## config.mk

```make
export PLATFORM = sky130hd
export DESIGN_NAME = bsdi_boot_select
export DESIGN_NICKNAME = d
export VERILOG_FILES = /design/src/logic/bsdi_boot_select.v /design/src/logic/bsdi_info_rom.v
export VERILOG_INCLUDE_DIRS = /design/src /design/src/logic
export SDC_FILE = /design/constraint.sdc
export NUM_CORES = 1
export LEC_CHECK = 0
export BUFFER_PORTS_ARGS = -buffer_cell sky130_fd_sc_hd__buf_2
export CAP_MARGIN = 20
export CORE_AREA = 5 5 110 112
export CTS_CLUSTER_DIAMETER = 60
export DETAILED_ROUTE_END_ITERATION = 10
export DIE_AREA = 0 0 115 117
export PLACE_DENSITY = 0.75
export SLEW_MARGIN = 30
export SYNTH_ARGS = -nofsm -noshare
export SYNTH_HDL_FRONTEND = slang
export SYNTH_HIERARCHICAL = 1
export SYNTH_SLANG_ARGS = --single-unit
```

## constraint.sdc

```tcl
create_clock -name aclk -period 1.41 [get_ports aclk]
set_input_delay 0.0705 -clock aclk [delete_from_list [all_inputs] [get_ports aclk]]
set_output_delay 0.0705 -clock aclk [all_outputs]
set_load 0.01 [all_outputs]
```

## src/logic/bsdi_regs.vh

```
// register offsets, fields, reset values and timing counts for boot select
`ifndef BSDI_REGS_VH
`define BSDI_REGS_VH
`define BSDI_OFS_DENSITY 32'h1ffff7e0
`define BSDI_OFS_SERIAL0 32'h1ffff7e8
`define BSDI_OFS_SERIAL1 32'h1ffff7ec
`define BSDI_OFS_SERIAL2 32'h1ffff7f0
`define BSDI_OFS_TUNING 32'h4002103c
`define BSDI_OFS_BOOTSTAT 32'h40021040
`define BSDI_TUNING_RESET 32'h00000000
`define BSDI_EXEC_REDUCE_BIT 7
`define BSDI_SRAM_DEN_HI 31
`define BSDI_SRAM_DEN_LO 16
`define BSDI_FLASH_DEN_HI 15
`define BSDI_FLASH_DEN_LO 0
`define BSDI_CAPTURE_EDGE 3'h4
`define BSDI_SRC_FLASH 2'h0
`define BSDI_SRC_LOADER 2'h1
`define BSDI_SRC_SRAM 2'h2
`define BSDI_BASE_FLASH 32'h08000000
`define BSDI_BASE_SYSMEM 32'h1ffff000
`define BSDI_BASE_SRAM 32'h20000000
`define BSDI_RESP_OKAY 2'h0
`define BSDI_RESP_SLVERR 2'h2
`define BSDI_RESP_DECERR 2'h3
`endif

```

## src/logic/bsdi_boot_select.v

```verilog
// boot source capture, boot region alias and info registers on axi4-lite
//
// How it works
// - capture both pins on fourth clock edge
// - decode pins: flash, loader or sram
// - ignore pin changes after capture
// - alias flash or system memory at zero
// - sram kilobytes in density upper half
// - flash kilobytes in density lower half
// - 96-bit serial in three words
// - density and serial words read only
// - bit 7 reduces execution efficiency
`timescale 1ns/10ps
`default_nettype none
`include "bsdi_regs.vh"
module bsdi_boot_select #(
  parameter [15:0] SRAM_KB = 16'h0008,  // sram size in kilobytes
  parameter [15:0] FLASH_KB = 16'h0020, // flash size in kilobytes
  parameter [95:0] SERIAL = 96'h0123456789abcdef00112233 // arbitrary value
)
(
  input wire aclk,                   // system core clock
  input wire aresetn,                // synchronous reset, active low
  input wire boot_select_low_pin,    // boot pin, low bit
  input wire boot_select_high_pin,   // boot pin, high bit
  // register bus, axi4-lite slave
  input wire [31:0] s_axi_awaddr,    // write address
  input wire s_axi_awvalid,          // write address valid
  output reg s_axi_awready,          // write address ready
  input wire [31:0] s_axi_wdata,     // write data
  input wire [3:0] s_axi_wstrb,      // write byte strobes
  input wire s_axi_wvalid,           // write data valid
  output reg s_axi_wready,           // write data ready
  output reg [1:0] s_axi_bresp,      // write response
  output reg s_axi_bvalid,           // write response valid
  input wire s_axi_bready,           // write response ready
  input wire [31:0] s_axi_araddr,    // read address
  input wire s_axi_arvalid,          // read address valid
  output reg s_axi_arready,          // read address ready
  output reg [31:0] s_axi_rdata,     // read data
  output reg [1:0] s_axi_rresp,      // read response
  output reg s_axi_rvalid,           // read data valid
  input wire s_axi_rready,           // read data ready
  // boot outcome towards the core and the memory map
  output reg [1:0] boot_source,      // captured boot source
  output reg [31:0] boot_alias_base, // native base aliased at zero
  output reg boot_alias_enable,      // alias active (flash or sysmem)
  output reg core_fetch_enable,      // core may issue vector fetch
  output reg exec_speed_reduce       // reduced execution efficiency
);

  // pin synchronisers, two stages each
  reg [1:0] pin_meta;   // first stage, read only by second
  reg [1:0] pin_sync;   // second stage
  reg [2:0] edge_count; // edges since reset release
  reg captured;         // boot choice latched
  reg [1:0] next_source; // decoded source from synced pins
  // write side holding
  reg aw_held;          // address accepted
  reg w_held;           // data accepted
  reg [31:0] aw_addr;   // stored write address
  reg [31:0] w_data;    // stored write data
  reg [3:0] w_strb;     // stored strobes
  // read side
  reg rd_pending;       // read in flight, rom or local register
  reg [1:0] rd_kind;    // 0 rom, 1 tuning, 2 status, 3 unmapped
  reg [1:0] rom_index;  // rom word select
  reg rd_settle;        // rom word has had its edge to settle
  wire [31:0] rom_data; // rom registered output

  // pins cross into the clock domain through two flops
  always @(posedge aclk)
  begin
    if (!aresetn)
    begin
      // reset: both stages low
      pin_meta <= 2'h0;
      pin_sync <= 2'h0;
    end
    else
    begin
      // the first stage may go metastable; only the second reads it
      pin_meta <= {boot_select_high_pin, boot_select_low_pin};
      pin_sync <= pin_meta;
    end
  end

  // decode of the synced pin pair
  always @*
  begin
    // only used on the capture edge, so later pin use is harmless
    // pin decode table
    if (!pin_sync[0])
      next_source = `BSDI_SRC_FLASH; // high pin does not matter
    else if (!pin_sync[1])
      next_source = `BSDI_SRC_LOADER;
    else
      next_source = `BSDI_SRC_SRAM;
  end

  // counts edges after reset; the sync delay makes the fourth edge
  // see the pin level two edges earlier, a documented latency
  always @(posedge aclk)
  begin
    if (!aresetn)
    begin
      // reset: source and alias base at flash, alias off until the capture
      edge_count <= 3'h0;
      captured <= 1'b0;
      boot_source <= `BSDI_SRC_FLASH;
      boot_alias_base <= `BSDI_BASE_FLASH;
      boot_alias_enable <= 1'b0;
      core_fetch_enable <= 1'b0;
    end
    else
    begin
      // count and capture only until the choice is held
      // limitation: pins must hold steady from reset to capture
      if (!captured)
        edge_count <= edge_count + 3'h1;
      if (!captured && edge_count == `BSDI_CAPTURE_EDGE - 3'h1)
      begin
        captured <= 1'b1;
        boot_source <= next_source;
        case (next_source)
          `BSDI_SRC_FLASH:
          begin
            boot_alias_base <= `BSDI_BASE_FLASH;
            boot_alias_enable <= 1'b1;
          end
          `BSDI_SRC_LOADER:
          begin
            boot_alias_base <= `BSDI_BASE_SYSMEM;
            boot_alias_enable <= 1'b1;
          end
          default:
          begin
            // sram is not aliased; software moves the vector table
            boot_alias_base <= `BSDI_BASE_SRAM;
            boot_alias_enable <= 1'b0;
          end
        endcase
      end
      // release core one edge after mapping settles
      // first fetch from zero only once released
      // one edge of margin: the alias is settled before the first fetch
      if (captured)
        core_fetch_enable <= 1'b1;
    end
  end

  // write channel: take address and data in either order
  always @(posedge aclk)
  begin
    if (!aresetn)
    begin
      // reset: bus idle, tuning bit at its reset value of zero
      s_axi_awready <= 1'b0;
      s_axi_wready <= 1'b0;
      s_axi_bvalid <= 1'b0;
      s_axi_bresp <= `BSDI_RESP_OKAY;
      aw_held <= 1'b0;
      w_held <= 1'b0;
      aw_addr <= 32'h00000000;
      w_data <= 32'h00000000;
      w_strb <= 4'h0;
      exec_speed_reduce <= 1'b0;
    end
    else
    begin
      // ready pulses one cycle to take a waiting item
      // readies stay low while a response waits: one write at a time
      s_axi_awready <= !aw_held && !s_axi_awready && s_axi_awvalid
        && !s_axi_bvalid;
      s_axi_wready <= !w_held && !s_axi_wready && s_axi_wvalid
        && !s_axi_bvalid;
      // address and data may be taken in either order
      if (s_axi_awvalid && s_axi_awready)
      begin
        aw_held <= 1'b1;
        aw_addr <= s_axi_awaddr;
      end
      if (s_axi_wvalid && s_axi_wready)
      begin
        w_held <= 1'b1;
        w_data <= s_axi_wdata;
        w_strb <= s_axi_wstrb;
      end
      // both taken: commit and respond
      // the response code says whether the word took the write
      if (aw_held && w_held && !s_axi_bvalid)
      begin
        aw_held <= 1'b0;
        w_held <= 1'b0;
        s_axi_bvalid <= 1'b1;
        case (aw_addr & 32'hfffffffc)
          `BSDI_OFS_TUNING:
          begin
            // other bits reserved, writes dropped
            // a write without byte 0 leaves the bit alone
            if (w_strb[0])
              exec_speed_reduce <= w_data[`BSDI_EXEC_REDUCE_BIT];
            s_axi_bresp <= `BSDI_RESP_OKAY;
          end
          `BSDI_OFS_DENSITY, `BSDI_OFS_SERIAL0, `BSDI_OFS_SERIAL1,
          `BSDI_OFS_SERIAL2, `BSDI_OFS_BOOTSTAT:
            s_axi_bresp <= `BSDI_RESP_SLVERR;
          default:
            s_axi_bresp <= `BSDI_RESP_DECERR;
        endcase
      end
      // the response stands until the master takes it
      else if (s_axi_bvalid && s_axi_bready)
        s_axi_bvalid <= 1'b0;
    end
  end

  // read address decode into a rom index or a local register
  always @(posedge aclk)
  begin
    if (!aresetn)
    begin
      // reset: read side idle
      s_axi_arready <= 1'b0;
      s_axi_rvalid <= 1'b0;
      s_axi_rdata <= 32'h00000000;
      s_axi_rresp <= `BSDI_RESP_OKAY;
      rd_pending <= 1'b0;
      rd_settle <= 1'b0;
      rd_kind <= 2'h0;
      rom_index <= 2'h0;
    end
    else
    begin
      s_axi_arready <= s_axi_arvalid && !s_axi_arready && !rd_pending
        && !s_axi_rvalid;
      if (s_axi_arvalid && s_axi_arready)
      begin
        rd_pending <= 1'b1;
        case (s_axi_araddr & 32'hfffffffc)
          `BSDI_OFS_DENSITY: begin rd_kind <= 2'h0; rom_index <= 2'h0; end
          `BSDI_OFS_SERIAL0: begin rd_kind <= 2'h0; rom_index <= 2'h1; end
          `BSDI_OFS_SERIAL1: begin rd_kind <= 2'h0; rom_index <= 2'h2; end
          `BSDI_OFS_SERIAL2: begin rd_kind <= 2'h0; rom_index <= 2'h3; end
          `BSDI_OFS_TUNING: rd_kind <= 2'h1;
          `BSDI_OFS_BOOTSTAT: rd_kind <= 2'h2;
          default: rd_kind <= 2'h3;
        endcase
      end
      // the rom takes its index one edge after the handshake and shows
      // the word one edge later, so the answer waits out both edges
      if (rd_pending && !rd_settle)
        rd_settle <= 1'b1;
      if (rd_settle && !s_axi_rvalid)
      begin
        rd_pending <= 1'b0;
        rd_settle <= 1'b0;
        s_axi_rvalid <= 1'b1;
        s_axi_rresp <= `BSDI_RESP_OKAY;
        case (rd_kind)
          2'h0: s_axi_rdata <= rom_data;
          // reserved tuning bits always read back as zero
          2'h1: s_axi_rdata <= {24'h000000, exec_speed_reduce, 7'h00};
          // status: source in bits 1:0, captured bit 2, fetch bit 3
          2'h2: s_axi_rdata <= {28'h0000000, core_fetch_enable, captured,
            boot_source};
          // unmapped: zero data with a decode error
          default:
          begin
            s_axi_rdata <= 32'h00000000;
            s_axi_rresp <= `BSDI_RESP_DECERR;
          end
        endcase
      end
      // the read answer stands until the master takes it
      else if (s_axi_rvalid && s_axi_rready)
        s_axi_rvalid <= 1'b0;
    end
  end

  // factory words held in a small registered rom
  // its index is registered too, so a read spends two edges in it
  bsdi_info_rom #(
    .SRAM_KB(SRAM_KB),
    .FLASH_KB(FLASH_KB),
    .SERIAL(SERIAL)
  ) u_rom (
    .aclk(aclk),
    .rd_index(rom_index),
    .rd_data(rom_data)
  );

endmodule // bsdi_boot_select
`default_nettype wire

```

## src/logic/bsdi_info_rom.v

```verilog
// factory information words: density and 96-bit serial, registered read
`timescale 1ns/10ps
`default_nettype none
module bsdi_info_rom #(
  parameter [15:0] SRAM_KB = 16'h0008,  // sram size in kilobytes
  parameter [15:0] FLASH_KB = 16'h0020, // flash size in kilobytes
  parameter [95:0] SERIAL = 96'h0123456789abcdef00112233 // arbitrary value
)
(
  input wire aclk,           // system clock
  input wire [1:0] rd_index, // 0 density, 1..3 serial words
  output reg [31:0] rd_data  // registered read word
);

  // contents are constants, so nothing can ever write them
  always @(posedge aclk)
  begin
    case (rd_index)
      2'h0: rd_data <= {SRAM_KB, FLASH_KB};
      2'h1: rd_data <= SERIAL[31:0];
      2'h2: rd_data <= SERIAL[63:32];
      default: rd_data <= SERIAL[95:64];
    endcase
  end

endmodule // bsdi_info_rom
`default_nettype wire

```

==> flow_summary.toml <==
[status]
status = "finished with violations"
failed_checks = "setup timing"

[final_layout]
n_antenna_cell = 0
layoutNonFillerInstCount = 750
syn_to_final_growth_pct = 30.9
fin_nets = 713
layout-drive-gt1-share_pct = 30.8
layout_common_cells = "134 x buf_2, 99 x dfxtp_1, 76 x nand2_1, 45 x a21oi_1, 37 x dlygate4sd3_1"
final_util_pct = 48.7
fin_area_um2 = 5420
mostFrequentLayoutCell = "buf_2"

[logic_synthesis]
ys.flop_type = "dfxtp_1"
syn_area_um2 = 4140
synth-seq-area-share_pct = 47.9
postSynthAreaPerCell_um2 = 8.91
ys_ff_latch = 99
synth_edf_count = 0
yosysWarnings = 6
async_reset_ff_share_pct = 0
ys_types = 44
syn_inst = 465

[routing]
vias_per_cell = 4.87
num_vias = 3656
wl_per_cell_um = 13.8
drt_wl_total_um = 10300
ant_nets = 0
first_iter_violations = 146
drtPass1Iterations = 5
drc = 0

[global_routing]
grt-ovfl-total = 0
antenna_found_initial = 0
grt_pass1_wl_um = 16400
grt_max_degree = 36
grt_pass1_vias = 3518
grt.total_usage_pct = 15.1

[pwr]
combPwrFrac_pct = 9.9
ir_worst_vdd_uv = 807
power.total_uw = 6050
p_int_uw = 4460
power.switching_uw = 1590
clockPowerShare_pct = 41.2
p_seq_share_pct = 48.9
switching_share_pct = 26.3
powerDensity_nw_per_um2 = 1120
p_leak_uw = 0.00237

[die]
core_um2 = 11100
die_w_um = 115
die-area_um2 = 13500
io_pins = 187
die_h_um = 117
start_util_pct = 37.2
num_rows = 39

[clock_tree]
clk_pin_slew_ps = 70
numCtsBuffers = 9
clockRootBuffer = "clkbuf_16"
numClockSinks = 99
insertion_delay_ps = 350
htree_levels = 3
cts_max_path_buffers = 2
cts_tree = "yes"

[setup_path]
critical_path.max_fanout = 3
arrival_ps = 1670
start_kind = "flip-flop"
endpoint_kind = "flip-flop"
r2r_cells = 4
criticalPathCategory = "reg -> reg"
crit_required_ps = 1640

[min_path]
worstHoldPathCells = 4
hp-class = "in -> reg"

[placement]
portBuffers = 134
gp_congestion = 0.817
hpwl_um = 7200
dpl.cell_count = 696
placedInstanceArea_um2 = 4670

[job]
cap_violations = 0

[sta]
fin_crit_sh_pct = 102
drv_slew = 0
clock-skew-final_ps = 10.9
max_freq_ghz = 0.696
layout_setup_ws_ps = -27.3
rsz0062_at_grt = "true"
finalHoldViolCount = 0
setup_viol = 1
min_period_ps = 1440
fin_tns_setup_ps = -27.3
path summary, 6_finish.rpt:
kind,start,to,slack (ps)
hold / removal,s_axi_bready,s_axi_bvalid,30
setup reg to reg,aw_addr[11],exec_speed_reduce,-30
setup / recovery,aw_addr[11],exec_speed_reduce,-30
hold reg to reg,rom_index[1],u_rom/rd_data[24],400
area by class of cell:
| class | instances | area, µm² |
|---|---|---|
| tap | 143 | 179 |
| sequential | 99 | 1980 |
| inverter | 5 | 18.8 |
| clock inverter | 7 | 93.8 |
| multi-input combinational | 300 | 1740 |
| fill | 999 | 5700 |
| clock buffer | 9 | 225 |
| timing repair buffer | 187 | 1190 |
cells in the mapped netlist (6+ instances only):
library cell,instances,area (µm²)
dfxtp_1,99,1980
nor4_1,10,62.6
nand4_1,14,87.6
nor2_1,31,116
nand2_1,76,285
nand3_1,6,30.0
a22o_1,27,236
buf_4,59,443
and2_1,7,43.8
clkbuf_1,18,67.6
a21oi_1,45,225
per-stage QoR:
step,worst slack [ps],hold slack (ps)
floorplan,15.7,164
global placement,-21.1,283
detailed placement,-74.4,286
CTS,-36.0,20.2
global route,-105,45.2
finish,-27.3,27.8
critical path: stages (launching register included):
cell and delay, ps:
dfxtp_1 320, or4_4 550, nor3_4 200, nand4_1 120, mux2i_1 140
power by group through the flow:
stage               combinational, µW  clock [µW]  sequential, µW
finish                            597        2500            2960
global route                      666        2670            2970
CTS                               582        2540            2960
detailed placement                502           0            3020
global placement                  478           0            3010
floorplan                         327           0            3010
state kept, by name, summed over array words and instances, names as in the netlist, 2 cells and up:
signal and cells:
aw_addr 30, boot_alias_base 2, edge_count 3, pin_meta 2, pin_sync 2, rd_kind 2, rom_index 2, s_axi_bresp 2
s_axi_rdata 32, u_rom/rd_data 5
metal layers:
layer  global-route usage, %  wire length (µm)
met1                    17.2              4270
met3                    4.78               759
met2                    27.3              5170
met5                       0                 0
met4                    4.30               132
kinds of logic (layout without fill, tap and decap cells):
group,count (synthesis),in the layout,synth area share (%)
muxes,9,9,2.30
adders and majority gates,2,2,0.604
xor gates and xnor gates,1,1,0.212
other,3,23,0.272
and+or+nand+nor,177,177,21.7
DFF,99,99,47.9
AOI/OAI and AO/OA,88,88,13.8
buffers and inverters,86,208,13.3
what timing repair did:
item | in CTS | in global routing
hold buffers | 37 | 0
setup buffers | 1 | 0
pin swaps | 2 | 1
endpoints found under the hold margin | 37 | 0
setup endpoints to repair | 2 | 8
gates resized for setup | 0 | 9
Power figures use the tool's default switching activity.
